===== src/core/ccc_pkg.sv =====
// ==========================================================
// constants of the charge cycle controller
package ccc_pkg;
	localparam int unsigned CLK_HZ = 50_000_000;
	localparam int unsigned INT_PULSE_NS = 256_000;
	localparam int unsigned INT_PULSE_CYC =
		(INT_PULSE_NS / 1000) * (CLK_HZ / 1_000_000);
	localparam int unsigned BLINK_HZ = 1;
	localparam int unsigned BLINK_HALF_CYC = CLK_HZ / (2 * BLINK_HZ);
	localparam int unsigned TIMER_TICK_CYC = CLK_HZ;
	localparam int unsigned HOUR_SEC = 3600;

	// ==========================================================
	// register byte offsets
	localparam logic [7:0] OFS_INPUT_LIMIT = 8'h00;
	localparam logic [7:0] OFS_CHARGE_CONFIG = 8'h04;
	localparam logic [7:0] OFS_FAST_CURRENT = 8'h08;
	localparam logic [7:0] OFS_PRECHARGE_CURRENT = 8'h0C;
	localparam logic [7:0] OFS_VOLTAGE_CONFIG = 8'h10;
	localparam logic [7:0] OFS_TIMER_TERM = 8'h14;
	localparam logic [7:0] OFS_COMPENSATION = 8'h18;
	localparam logic [7:0] OFS_MISC_CONTROL = 8'h1C;
	localparam logic [7:0] OFS_SYSTEM_STATUS = 8'h20;
	localparam logic [7:0] OFS_FAULT_STATUS = 8'h24;
	localparam logic [3:0] NUM_RW_REGS = 4'h8;

	// ==========================================================
	// reset values
	localparam logic [7:0] RST_INPUT_LIMIT = 8'h00;
	localparam logic [7:0] RST_CHARGE_CONFIG = 8'h10;
	localparam logic [7:0] RST_FAST_CURRENT = 8'h60;
	localparam logic [7:0] RST_PRECHARGE_CURRENT = 8'h11;
	localparam logic [7:0] RST_VOLTAGE_CONFIG = 8'hB2;
	localparam logic [7:0] RST_TIMER_TERM = 8'h8A;
	localparam logic [7:0] RST_COMPENSATION = 8'h00;
	localparam logic [7:0] RST_MISC_CONTROL = 8'h40;

	// ==========================================================
	// field positions and codes
	localparam int unsigned CFG_CHG_LSB = 4;
	localparam logic [1:0] CFG_CHG_ENABLE = 2'h1;
	localparam int unsigned TT_TERM_EN_BIT = 7;
	localparam int unsigned TT_TIMER_EN_BIT = 3;
	localparam int unsigned TT_TIMER_LSB = 1;
	localparam int unsigned TT_COOL20_BIT = 0;
	localparam int unsigned MISC_HALF_EN_BIT = 6;
	localparam int unsigned MISC_FORCE_OFF_BIT = 5;
	localparam int unsigned MISC_WARM_LOW_BIT = 4;
	localparam int unsigned VC_RECHARGE_BIT = 0;
	localparam logic [1:0] PH_DISABLED = 2'h0;
	localparam logic [1:0] PH_PRECHARGE = 2'h1;
	localparam logic [1:0] PH_FAST = 2'h2;
	localparam logic [1:0] PH_DONE = 2'h3;
	localparam logic [1:0] RESP_OKAY = 2'h0;
	localparam logic [1:0] RESP_SLVERR = 2'h2;

	// ==========================================================
	// current and voltage scaling, mA and mV
	localparam logic [12:0] PRECOND_MA = 13'h0064;
	localparam logic [12:0] PRE_BASE_MA = 13'h0080;
	localparam logic [12:0] PRE_STEP_MA = 13'h0080;
	localparam logic [12:0] FAST_BASE_MA = 13'h0200;
	localparam logic [12:0] FAST_STEP_MA = 13'h0040;
	localparam logic [12:0] VREG_BASE_MV = 13'h0DB0;
	localparam logic [12:0] VREG_STEP_MV = 13'h0010;
	localparam logic [12:0] VCLAMP_STEP_MV = 13'h0010;
	localparam logic [12:0] WARM_HIGH_MV = 13'h1068;
	localparam logic [12:0] WARM_LOW_MV = 13'h0FD2;
	localparam logic [15:0] RCOMP_DIV = 16'h0064;

	typedef enum logic [1:0] {
		ST_OFF = 2'h0,
		ST_PRE = 2'h1,
		ST_FAST = 2'h3,
		ST_DONE = 2'h2
	} ccc_state_t;
endpackage


===== src/core/ccc_sync3.sv =====
`timescale 1ns/100ps
`default_nettype none
// ==========================================================
// three-stage input synchroniser with agreement filter
module ccc_sync3 #(
	parameter int unsigned W = 1
) (
	input wire logic i_clk,
	input wire logic i_resetn,
	input wire logic [W-1:0] i_async,
	output logic [W-1:0] o_sync
);
	logic [W-1:0] s1;
	logic [W-1:0] s2;
	logic [W-1:0] s3;

	always_ff @(posedge i_clk or negedge i_resetn) begin
		if (!i_resetn) begin
			s1 <= '0;
			s2 <= '0;
			s3 <= '0;
			o_sync <= '0;
		end else begin
			s1 <= i_async;
			s2 <= s1;
			s3 <= s2;
			for (int i = 0; i < W; i++) begin
				if (s2[i] == s3[i]) begin
					o_sync[i] <= s3[i];
				end
			end
		end
	end
endmodule // ccc_sync3
`default_nettype wire


===== src/core/ccc_charge_ctrl.sv =====
// Chosen here: the register offsets and the AXI4-Lite slave port.
`timescale 1ns/100ps
`default_nettype none
// ==========================================================
// Summary of operation
// - input over current or under voltage lowers charge current until clear
// - overload at zero current with system below battery turns switch on
// - power-management status flag high while either limit loop acts
// - battery switch turns off when battery falls below depletion level
// - charge field resets to the enabled code 01
// - defaults 4.208 V, 2.048 A, 256 mA pre and term, 8 h timer
// - cycle starts only with converter on, enabled, no faults, switch free
// - cycle ends when current below term and battery above recharge
// - full battery dropping below recharge level starts a new cycle
// - status pin low charging, high done or off, blinking on timer fault or on thermistor fault while charging
// - phase code 00 off, 01 precharge, 10 fast, 11 done
// - interrupt raised each time a charge cycle completes
// - below 2 V 100 mA, 2-3 V precharge field, above 3 V fast field
// - while limiting, termination held off and timer runs half rate
// - regulation raised by min of current times resistance and clamp
// - charging only with thermistor inside T1 to T5, else suspended
// - warm zone regulates to 4.2 V or 4.05 V by a config bit
// - cool zone may cut current to 20 percent of fast setting
// - each interrupt is one pulse of 256 us
module ccc_charge_ctrl import ccc_pkg::*; #(
	parameter int unsigned P_INT_PULSE_CYC = INT_PULSE_CYC,
	parameter int unsigned P_BLINK_HALF_CYC = BLINK_HALF_CYC,
	parameter int unsigned P_TICK_CYC = TIMER_TICK_CYC
) (
	input wire logic i_clk,
	input wire logic i_resetn,
	input wire logic i_s_axi_awvalid,
	input wire logic [7:0] i_s_axi_awaddr,
	input wire logic i_s_axi_wvalid,
	input wire logic [31:0] i_s_axi_wdata,
	input wire logic [3:0] i_s_axi_wstrb,
	input wire logic i_s_axi_bready,
	input wire logic i_s_axi_arvalid,
	input wire logic [7:0] i_s_axi_araddr,
	input wire logic i_s_axi_rready,
	output logic o_s_axi_awready,
	output logic o_s_axi_wready,
	output logic o_s_axi_bvalid,
	output logic [1:0] o_s_axi_bresp,
	output logic o_s_axi_arready,
	output logic o_s_axi_rvalid,
	output logic [31:0] o_s_axi_rdata,
	output logic [1:0] o_s_axi_rresp,
	input wire logic i_in_over_current,
	input wire logic i_in_under_voltage,
	input wire logic i_thermal_reg,
	input wire logic i_sys_below_bat,
	input wire logic i_ichg_zero,
	input wire logic i_bat_deplete,
	input wire logic i_converter_on,
	input wire logic i_charge_enable_n,
	input wire logic i_bat_below_2v,
	input wire logic i_bat_below_3v,
	input wire logic i_bat_above_recharge,
	input wire logic i_ichg_below_term,
	input wire logic i_ts_cold,
	input wire logic i_ts_cool,
	input wire logic i_ts_warm,
	input wire logic i_ts_hot,
	input wire logic [12:0] i_ichg_actual_ma,
	output logic o_reduce_current,
	output logic o_battery_switch_on,
	output logic o_charge_en,
	output logic [12:0] o_ichg_ma,
	output logic [12:0] o_vreg_mv,
	output logic [7:0] o_input_limit,
	output logic o_recharge_sel,
	output logic o_stat_o,
	output logic o_stat_oe,
	output logic o_int
);
	// ==========================================================
	// input synchronisation
	logic [15:0] sy;
	ccc_sync3 #(.W(16)) u_sync (
		.i_clk(i_clk),
		.i_resetn(i_resetn),
		.i_async({i_in_over_current, i_in_under_voltage, i_thermal_reg,
			i_sys_below_bat, i_ichg_zero, i_bat_deplete, i_converter_on,
			i_charge_enable_n, i_bat_below_2v, i_bat_below_3v,
			i_bat_above_recharge, i_ichg_below_term, i_ts_cold, i_ts_cool,
			i_ts_warm, i_ts_hot}),
		.o_sync(sy)
	);
	logic over_i, under_v, therm, sys_low, izero, deplete, conv_on;
	logic ce_n, below2, below3, above_rech, below_term;
	logic ts_cold, ts_cool, ts_warm, ts_hot;
	assign {over_i, under_v, therm, sys_low, izero, deplete, conv_on, ce_n,
		below2, below3, above_rech, below_term, ts_cold, ts_cool, ts_warm,
		ts_hot} = sy;

	// ==========================================================
	// register file
	logic [7:0] regs [0:7];
	logic [1:0] phase;
	logic pm_flag, therm_flag, timer_fault, ts_fault_q;

	function automatic logic [4:0] decode(input logic [7:0] a);
		// bit 4 flags a mapped word, low bits give the index
		if (a[1:0] == 2'h0 && a[7:2] <= OFS_FAULT_STATUS[7:2]) begin
			decode = {1'b1, a[5:2]};
		end else begin
			decode = 5'h00;
		end
	endfunction

	function automatic logic [7:0] reg_reset(input int idx);
		case (idx)
			0: reg_reset = RST_INPUT_LIMIT;
			1: reg_reset = RST_CHARGE_CONFIG;
			2: reg_reset = RST_FAST_CURRENT;
			3: reg_reset = RST_PRECHARGE_CURRENT;
			4: reg_reset = RST_VOLTAGE_CONFIG;
			5: reg_reset = RST_TIMER_TERM;
			6: reg_reset = RST_COMPENSATION;
			default: reg_reset = RST_MISC_CONTROL;
		endcase
	endfunction

	logic aw_held, w_held;
	logic [7:0] aw_addr;
	logic [7:0] w_data;
	logic w_lane0;
	logic [4:0] wdec, rdec;
	logic do_write;
	assign wdec = decode(aw_addr);
	assign rdec = decode(i_s_axi_araddr);
	assign do_write = aw_held && w_held && !o_s_axi_bvalid;

	// write address and data are taken in either order
	always_ff @(posedge i_clk or negedge i_resetn) begin
		if (!i_resetn) begin
			o_s_axi_awready <= 1'b0;
			o_s_axi_wready <= 1'b0;
			aw_held <= 1'b0;
			w_held <= 1'b0;
			aw_addr <= 8'h00;
			w_data <= 8'h00;
			w_lane0 <= 1'b0;
		end else begin
			o_s_axi_awready <= i_s_axi_awvalid && !o_s_axi_awready &&
				!aw_held;
			o_s_axi_wready <= i_s_axi_wvalid && !o_s_axi_wready && !w_held;
			if (o_s_axi_awready && i_s_axi_awvalid) begin
				aw_held <= 1'b1;
				aw_addr <= i_s_axi_awaddr;
			end else if (do_write) begin
				aw_held <= 1'b0;
			end
			if (o_s_axi_wready && i_s_axi_wvalid) begin
				w_held <= 1'b1;
				w_data <= i_s_axi_wdata[7:0];
				w_lane0 <= i_s_axi_wstrb[0];
			end else if (do_write) begin
				w_held <= 1'b0;
			end
		end
	end

	always_ff @(posedge i_clk or negedge i_resetn) begin
		if (!i_resetn) begin
			for (int i = 0; i < 8; i++) begin
				regs[i] <= reg_reset(i);
			end
		end else if (do_write && wdec[4] && w_lane0 &&
			wdec[3:0] < NUM_RW_REGS) begin
			regs[wdec[2:0]] <= w_data;
		end
	end

	always_ff @(posedge i_clk or negedge i_resetn) begin
		if (!i_resetn) begin
			o_s_axi_bvalid <= 1'b0;
			o_s_axi_bresp <= RESP_OKAY;
		end else if (do_write) begin
			o_s_axi_bvalid <= 1'b1;
			o_s_axi_bresp <= wdec[4] ? RESP_OKAY : RESP_SLVERR;
		end else if (i_s_axi_bready) begin
			o_s_axi_bvalid <= 1'b0;
		end
	end

	// status words are read-only; writes to them are dropped silently
	always_ff @(posedge i_clk or negedge i_resetn) begin
		if (!i_resetn) begin
			o_s_axi_arready <= 1'b0;
			o_s_axi_rvalid <= 1'b0;
			o_s_axi_rdata <= 32'h0000_0000;
			o_s_axi_rresp <= RESP_OKAY;
		end else begin
			o_s_axi_arready <= i_s_axi_arvalid && !o_s_axi_arready &&
				!o_s_axi_rvalid;
			if (o_s_axi_arready && i_s_axi_arvalid) begin
				o_s_axi_rvalid <= 1'b1;
				o_s_axi_rresp <= rdec[4] ? RESP_OKAY : RESP_SLVERR;
				if (!rdec[4]) begin
					o_s_axi_rdata <= 32'h0000_0000;
				end else if (rdec[3:0] < NUM_RW_REGS) begin
					o_s_axi_rdata <= {24'h000000, regs[rdec[2:0]]};
				end else if (rdec[0]) begin
					o_s_axi_rdata <= {26'h0, timer_fault, ts_fault_q, 4'h0};
				end else begin
					o_s_axi_rdata <= {26'h0, phase, pm_flag, 1'b0,
						therm_flag, 1'b0};
				end
			end else if (i_s_axi_rready) begin
				o_s_axi_rvalid <= 1'b0;
			end
		end
	end

	// ==========================================================
	// charge cycle sequencing
	logic input_power_limiting, slow, ts_fault, enable_ok, can_start, charging, term_cond;
	logic timer_en, half_en, expire;
	logic [16:0] timer_sec, timer_limit;
	ccc_state_t st, next_st;

	assign input_power_limiting = over_i || under_v;
	assign slow = input_power_limiting || therm;
	assign ts_fault = ts_cold || ts_hot;
	assign timer_en = regs[5][TT_TIMER_EN_BIT];
	assign half_en = regs[7][MISC_HALF_EN_BIT];
	assign enable_ok = conv_on && !ce_n && !regs[7][MISC_FORCE_OFF_BIT] &&
		regs[1][CFG_CHG_LSB +: 2] == CFG_CHG_ENABLE;
	assign can_start = enable_ok && !ts_fault && !timer_fault;
	assign charging = st == ST_PRE || st == ST_FAST;
	assign term_cond = regs[5][TT_TERM_EN_BIT] && below_term &&
		above_rech && !slow && !ts_fault;
	assign expire = timer_en && timer_sec >= timer_limit;

	always_comb begin
		case (regs[5][TT_TIMER_LSB +: 2])
			2'h0: timer_limit = 17'(5 * HOUR_SEC);
			2'h1: timer_limit = 17'(8 * HOUR_SEC);
			2'h2: timer_limit = 17'(12 * HOUR_SEC);
			default: timer_limit = 17'(20 * HOUR_SEC);
		endcase
	end

	always_comb begin
		next_st = st;
		case (st)
			ST_OFF: begin
				if (can_start) begin
					next_st = below3 ? ST_PRE : ST_FAST;
				end
			end
			ST_PRE, ST_FAST: begin
				if (!enable_ok || expire) begin
					next_st = ST_OFF;
				end else if (term_cond) begin
					next_st = ST_DONE;
				end else if (st == ST_PRE && !below3) begin
					next_st = ST_FAST;
				end
			end
			ST_DONE: begin
				if (!enable_ok) begin
					next_st = ST_OFF;
				end else if (!above_rech && can_start) begin
					next_st = below3 ? ST_PRE : ST_FAST;
				end
			end
			default: next_st = ST_OFF;
		endcase
	end

	always_ff @(posedge i_clk or negedge i_resetn) begin
		if (!i_resetn) begin
			st <= ST_OFF;
		end else begin
			st <= next_st;
		end
	end

	// seconds prescaler; under limiting every other tick is skipped
	logic [31:0] tick_cnt;
	logic half_phase;
	always_ff @(posedge i_clk or negedge i_resetn) begin
		if (!i_resetn) begin
			tick_cnt <= 32'h0000_0000;
			half_phase <= 1'b0;
			timer_sec <= 17'h00000;
			timer_fault <= 1'b0;
		end else begin
			tick_cnt <= (tick_cnt >= P_TICK_CYC - 1) ? 32'h0 : tick_cnt + 1;
			if (!charging) begin
				timer_sec <= 17'h00000;
			end else if (tick_cnt == 0 && timer_en && !ts_fault) begin
				half_phase <= !half_phase;
				if (!(slow && half_en) || half_phase) begin
					timer_sec <= timer_sec + 17'h00001;
				end
			end
			if (charging && expire) begin
				timer_fault <= 1'b1;
			end else if (!enable_ok) begin
				timer_fault <= 1'b0;
			end
		end
	end

	// ==========================================================
	// current and voltage targets
	logic [12:0] fast_ma, next_ichg, next_vreg, comp_mv, clamp_mv;
	logic [15:0] ir_prod;
	assign fast_ma = FAST_BASE_MA + 13'(regs[2][7:2]) * FAST_STEP_MA;
	assign ir_prod = 16'(i_ichg_actual_ma) * 16'(regs[6][7:5]);
	assign clamp_mv = 13'(regs[6][4:2]) * VCLAMP_STEP_MV;

	function automatic logic [12:0] min13(input logic [12:0] a,
		input logic [12:0] b);
		min13 = (a < b) ? a : b;
	endfunction

	always_comb begin
		comp_mv = min13(13'(ir_prod / RCOMP_DIV), clamp_mv);
		if (!charging || ts_fault) begin
			next_ichg = 13'h0000;
		end else if (below2) begin
			next_ichg = PRECOND_MA;
		end else if (st == ST_PRE) begin
			next_ichg = PRE_BASE_MA + 13'(regs[3][7:4]) * PRE_STEP_MA;
		end else if (ts_cool) begin
			next_ichg = regs[5][TT_COOL20_BIT] ? 13'(fast_ma / 5) :
				(fast_ma >> 1);
		end else begin
			next_ichg = fast_ma;
		end
		if (ts_warm) begin
			next_vreg = regs[7][MISC_WARM_LOW_BIT] ? WARM_LOW_MV :
				WARM_HIGH_MV;
		end else begin
			next_vreg = VREG_BASE_MV + 13'(regs[4][7:2]) * VREG_STEP_MV +
				comp_mv;
		end
	end

	// ==========================================================
	// power path, status and pin outputs
	logic supplement, done_evt, blink;
	logic [31:0] blink_cnt, int_cnt;
	assign done_evt = st != ST_DONE && next_st == ST_DONE;

	always_ff @(posedge i_clk or negedge i_resetn) begin
		if (!i_resetn) begin
			supplement <= 1'b0;
			o_battery_switch_on <= 1'b0;
			o_reduce_current <= 1'b0;
			pm_flag <= 1'b0;
			therm_flag <= 1'b0;
			ts_fault_q <= 1'b0;
			o_charge_en <= 1'b0;
			o_ichg_ma <= 13'h0000;
			o_vreg_mv <= 13'h0000;
			phase <= PH_DISABLED;
		end else begin
			if (deplete || regs[7][MISC_FORCE_OFF_BIT]) begin
				supplement <= 1'b0;
			end else if (input_power_limiting && izero && sys_low) begin
				supplement <= 1'b1;
			end
			o_battery_switch_on <= !deplete && !regs[7][MISC_FORCE_OFF_BIT] &&
				(charging || supplement || (input_power_limiting && izero && sys_low));
			o_reduce_current <= input_power_limiting;
			pm_flag <= input_power_limiting;
			therm_flag <= therm;
			ts_fault_q <= ts_fault;
			o_charge_en <= charging && !ts_fault;
			o_ichg_ma <= next_ichg;
			o_vreg_mv <= next_vreg;
			case (st)
				ST_PRE: phase <= PH_PRECHARGE;
				ST_FAST: phase <= PH_FAST;
				ST_DONE: phase <= PH_DONE;
				default: phase <= PH_DISABLED;
			endcase
		end
	end

	// open-drain status pin: enable pulls low
	always_ff @(posedge i_clk or negedge i_resetn) begin
		if (!i_resetn) begin
			blink_cnt <= 32'h0000_0000;
			blink <= 1'b0;
			o_stat_o <= 1'b0;
			o_stat_oe <= 1'b0;
		end else begin
			o_stat_o <= 1'b0;
			if (blink_cnt >= P_BLINK_HALF_CYC - 1) begin
				blink_cnt <= 32'h0000_0000;
				blink <= !blink;
			end else begin
				blink_cnt <= blink_cnt + 32'h0000_0001;
			end
			if (timer_fault || (charging && ts_fault)) begin
				o_stat_oe <= blink;
			end else begin
				o_stat_oe <= charging;
			end
		end
	end

	// a new event restarts the pulse rather than stretching a queue
	always_ff @(posedge i_clk or negedge i_resetn) begin
		if (!i_resetn) begin
			int_cnt <= 32'h0000_0000;
			o_int <= 1'b0;
		end else if (done_evt) begin
			int_cnt <= P_INT_PULSE_CYC;
			o_int <= 1'b1;
		end else if (int_cnt > 1) begin
			int_cnt <= int_cnt - 32'h0000_0001;
		end else begin
			int_cnt <= 32'h0000_0000;
			o_int <= 1'b0;
		end
	end

	assign o_input_limit = regs[0];
	assign o_recharge_sel = regs[4][VC_RECHARGE_BIT];

	logic [31:0] int_len;
	logic [12:0] vreg_cap;
	// highest target that compensation may reach
	assign vreg_cap = VREG_BASE_MV + 13'(regs[4][7:2]) * VREG_STEP_MV +
		clamp_mv;
	always_ff @(posedge i_clk or negedge i_resetn) begin
		if (!i_resetn) begin
			int_len <= 32'h0000_0000;
		end else if (done_evt) begin
			int_len <= 32'h0000_0000; // a restarted pulse counts anew
		end else begin
			int_len <= o_int ? int_len + 32'h0000_0001 : 32'h0000_0000;
		end
	end
endmodule // ccc_charge_ctrl
`default_nettype wire


===== config.mk =====
export PLATFORM = sky130hd
export DESIGN_NAME = ccc_charge_ctrl
export DESIGN_NICKNAME = d
export VERILOG_FILES = /design/src/core/ccc_pkg.sv /design/src/core/ccc_sync3.sv /design/src/core/ccc_charge_ctrl.sv
export SDC_FILE = /design/constraint.sdc
export NUM_CORES = 1
export LEC_CHECK = 0
export ABC_AREA = 1
export BUFFER_PORTS_ARGS = -buffer_cell sky130_fd_sc_hd__buf_4
export CAP_MARGIN = 20
export CORE_UTILIZATION = 40
export DETAILED_ROUTE_END_ITERATION = 16
export GPL_ROUTABILITY_DRIVEN = 1
export MAX_ROUTING_LAYER = met4
export PLACE_DENSITY_LB_ADDON = 0.08
export SLEW_MARGIN = 10
export SYNTH_ARGS = -nofsm -noshare
export SYNTH_HDL_FRONTEND = slang
export SYNTH_SLANG_ARGS = --single-unit

===== constraint.sdc =====
create_clock -name i_clk -period 10.9 [get_ports i_clk]
set_clock_uncertainty 0.2 [all_clocks]
set_input_delay 1.635 -clock i_clk [delete_from_list [all_inputs] [get_ports i_clk]]
set_output_delay 1.635 -clock i_clk [all_outputs]
set_load 0.01 [all_outputs]

==> results.toml <==
[grt]
antenna_found_initial = 1
grt_pass1_vias = 14600
grtUsageTotal_pct = 19.5
grt_max_degree = 148
grt_pass1_wl_um = 73100
overflow = 0

[flow_run]
maxCapViolCount = 0

[timing]
slew_headroom_pct = 41.2
final_hold_viol_count = 0
grt_setup_unrepaired = "no"
tns_ns = 0
fmax_mhz = 110
tightest_slew_ns = 0.882
fin_crit_ns = 9.06
finalSetupViolations = 0
finalMaxSlewViolations = 0
finalCritPeriodShare_pct = 83.1

[yosys]
synthesis.area_per_instance_um2 = 7.85
synth_edf_count = 0
ys_types = 70
netlist_instances = 2374
yosysTopAreaCell = "dfrtp_1"
synth.top_cell.area_share_pct = 40.7
synth_top_flop_cell = "dfrtp_1"
async_flop_share_pct = 100
synth-seq-cells = 316
synthTopCellsByArea = "dfrtp_1 41%, nand2_1 11%, inv_1 6.7%"
seq_area_frac_synth_pct = 42.5
yosysWarnings = 0
synthesis.area_mm2 = 0.0186

[floorplanning]
chipHeight_um = 218
die_x_um = 218
rows = 78
start_util_pct = 40.8
die-area_mm2 = 0.0474
core_mm2 = 0.0457
pin_count = 170

[finish]
nets = 2676
fin_area_mm2 = 0.0212
syn_to_final_growth_pct = 13.9
multi_input_area_mm2 = 0.00904
nFillCells = 4534
drive_above_1_share_pct = 13.0
regArea_mm2 = 0.00792

[worst_setup_path]
worstSetupEndpointType = "register"
worstPathArrival_ns = 9.29
cp_common_cell = "nand2_1"
critPathKind = "register to register"
crit_path_max_incr_delay_ns = 0.65
r2r-end = "o_ichg_ma[0]$_DFF_PN0_"
cp_max_fo = 15
cp-start-kind = "register"
rrSetupSlack_ns = 1.84
required_ns = 11.13
worstRegToRegCells = 58
critPathSlowestCell = "dfstp_2"
rr_startpoint = "regs[45]$_DFFE_PN1P_"

[route]
drt_iter0_markers = 740
drc_errors = 0
drt-wirelength-per-cell_um = 14.0
wirelength_um = 43900
via_per_inst = 4.87
drt_first_pass_iters = 7
num_vias = 15200
drtAntennaViolNets = 0

[pwr]
leakage_nw = 10.7
powerDensity_mw_per_mm2 = 195
peakVddDrop_v = 0.000229

[cts]
hold_buffers = 0
cts.sinks = 316
ctsResizeCount = 0
cts_max_path_buffers = 3
cts_tree = "yes"
cts_setup_buffers = 0
cts_made_buffers = 38
clk_pin_slew_ns = 0.06
h-tree-depth = 2
clockRootBuffer = "clkbuf_16"
insertion_delay_ns = 0.55

[hold_path]
holdPathEnd = "u_sync.s2[3]$_DFF_PN0_"
whs_path_depth = 0
hp-start = "u_sync.s1[3]$_DFF_PN0_"
hp-class = "register to register"

[placement]
place_area_mm2 = 0.0201
dpl.hpwl_um = 32700
port_buffers = 115
place_congestion = 0.854

[outcome]
status = "finished clean"
cells by family after synthesis:
kind of cell | Yosys count | synth area share, %
flip-flops | 316 | 42.5
AO/OA/AOI/OAI | 320 | 9.71
other | 2 | 0.0403
AND/OR/NAND/NOR | 1127 | 27.6
XOR/XNOR | 49 | 2.34
multiplexers | 17 | 0.967
buffers and inverters | 445 | 9.83
adder cells (fa/ha/maj) | 98 | 6.93
cells in the mapped netlist, types with 7 or more instances:
| master | count |
|---|---|
| a21oi_1 | 105 |
| nand3b_1 | 9 |
| nand3_1 | 129 |
| fa_1 | 14 |
| dfrtp_1 | 303 |
| a221oi_1 | 12 |
| xor2_1 | 34 |
| nor2_4 | 8 |
| nor2_1 | 237 |
| nand4_1 | 52 |
| dfstp_2 | 13 |
| clkbuf_1 | 34 |
| nor2_2 | 7 |
| nand2_4 | 9 |
| inv_1 | 333 |
| o21ai_0 | 145 |
| maj3_1 | 16 |
| nor3b_1 | 9 |
| nor4_1 | 20 |
| mux2i_1 | 9 |
| xnor2_1 | 14 |
| inv_2 | 29 |
| mux2_2 | 8 |
| nand3_4 | 7 |
| o21bai_1 | 7 |
| ha_1 | 68 |
| buf_4 | 35 |
| nor3_1 | 50 |
| nand2_2 | 40 |
| nand2_1 | 527 |
report_power, final:
part / switching [mW] / internal [mW]
logic: 1.07 / 0.559
clock network: 0.498 / 0.668
registers: 0.0707 / 1.28
sequential cells by signal, summed over array words and instances (netlist names), 16 cells and up:
signal / count
u_sync.o_sync: 16
blink_cnt: 32
timer_sec: 17
tick_cnt: 32
u_sync.s2: 16
regs: 54
int_cnt: 32
u_sync.s3: 16
u_sync.s1: 16
worst max-delay path: cells and delay by family, from the launching register on:
family | cells | cell delay (ns)
AO/OA/AOI/OAI | 3 | 0.62
adder cells (fa/ha/maj) | 7 | 2.09
buffers and inverters | 9 | 0.68
flip-flops | 1 | 0.65
AND/OR/NAND/NOR | 39 | 4.71
through the flow:
stage               std cells  total power, mW  setup WS [ns]  hold slack [ns]  util, %
CTS                      3131             4.21           1.79            0.148     46.4
global route             3133             4.49          0.831            0.153     46.4
floorplan                2416             2.69           2.77            0.131        -
global placement         3063             2.98           1.65            0.134     43.9
detailed placement       3065             3.01           1.53            0.135     43.9
finish                   3133             4.14           1.84            0.146     46.4
layout make-up:
cell class	count	area share, %
clock buffer	50	4.84
timing repair buffer	123	4.47
sequential	316	37.4
multi-input combinational	1655	42.6
inverter	372	6.62
tap	600	3.54
antenna	1	0.0118
clock inverter	16	0.566
worst max-delay path by stage:
stage                              start  slack (ns)  cells past startpoint                      end
floorplan            i_ichg_actual_ma[0]        2.77                     47  o_vreg_mv[11]$_DFF_PN0_
global placement     i_ichg_actual_ma[0]        1.65                     45  o_vreg_mv[11]$_DFF_PN0_
detailed placement   i_ichg_actual_ma[0]        1.53                     48  o_vreg_mv[11]$_DFF_PN0_
CTS                 regs[45]$_DFFE_PN1P_        1.79                     58   o_ichg_ma[0]$_DFF_PN0_
global route        regs[45]$_DFFE_PN1P_        0.83                     58   o_ichg_ma[0]$_DFF_PN0_
finish              regs[45]$_DFFE_PN1P_        1.84                     58   o_ichg_ma[0]$_DFF_PN0_
layer usage:
metal	track usage, %	wire, um	share of wire, %
met5	-	0	0
met4	4.57	637	1.5
met3	3.08	1820	4.1
met2	30.9	20600	47
met1	26.1	20900	48
cell usage in the layout, fill, tap and decap left out, types with 7 or more instances in the layout:
cell type  Yosys  layout
mux2_2         8       8
nor2_2         7       7
fa_1          14      14
o21bai_1       7       7
nor4_1        20      20
clkbuf_16      0      38
nor2_1       237     237
dfstp_2       13      13
mux2i_1        9       9
nand2_1      527     527
nand3b_1       9       9
nand2_2       40      40
inv_2         29      29
clkbuf_1      34       9
conb_1         2      44
nand2_4        9       9
clkinv_2       2      11
a21oi_1      105     105
nor3b_1        9       9
inv_1        333     333
nand4_1       52      52
o21ai_0      145     145
dfrtp_1      303     303
ha_1          68      68
nor3_1        50      49
a221oi_1      12      12
nand3_4        7       7
xnor2_1       14      14
nand3_1      129     129
maj3_1        16      16
nor2_4         8       8
buf_4         35     120
xor2_1        34      34
(Power assumes the default switching activity.)
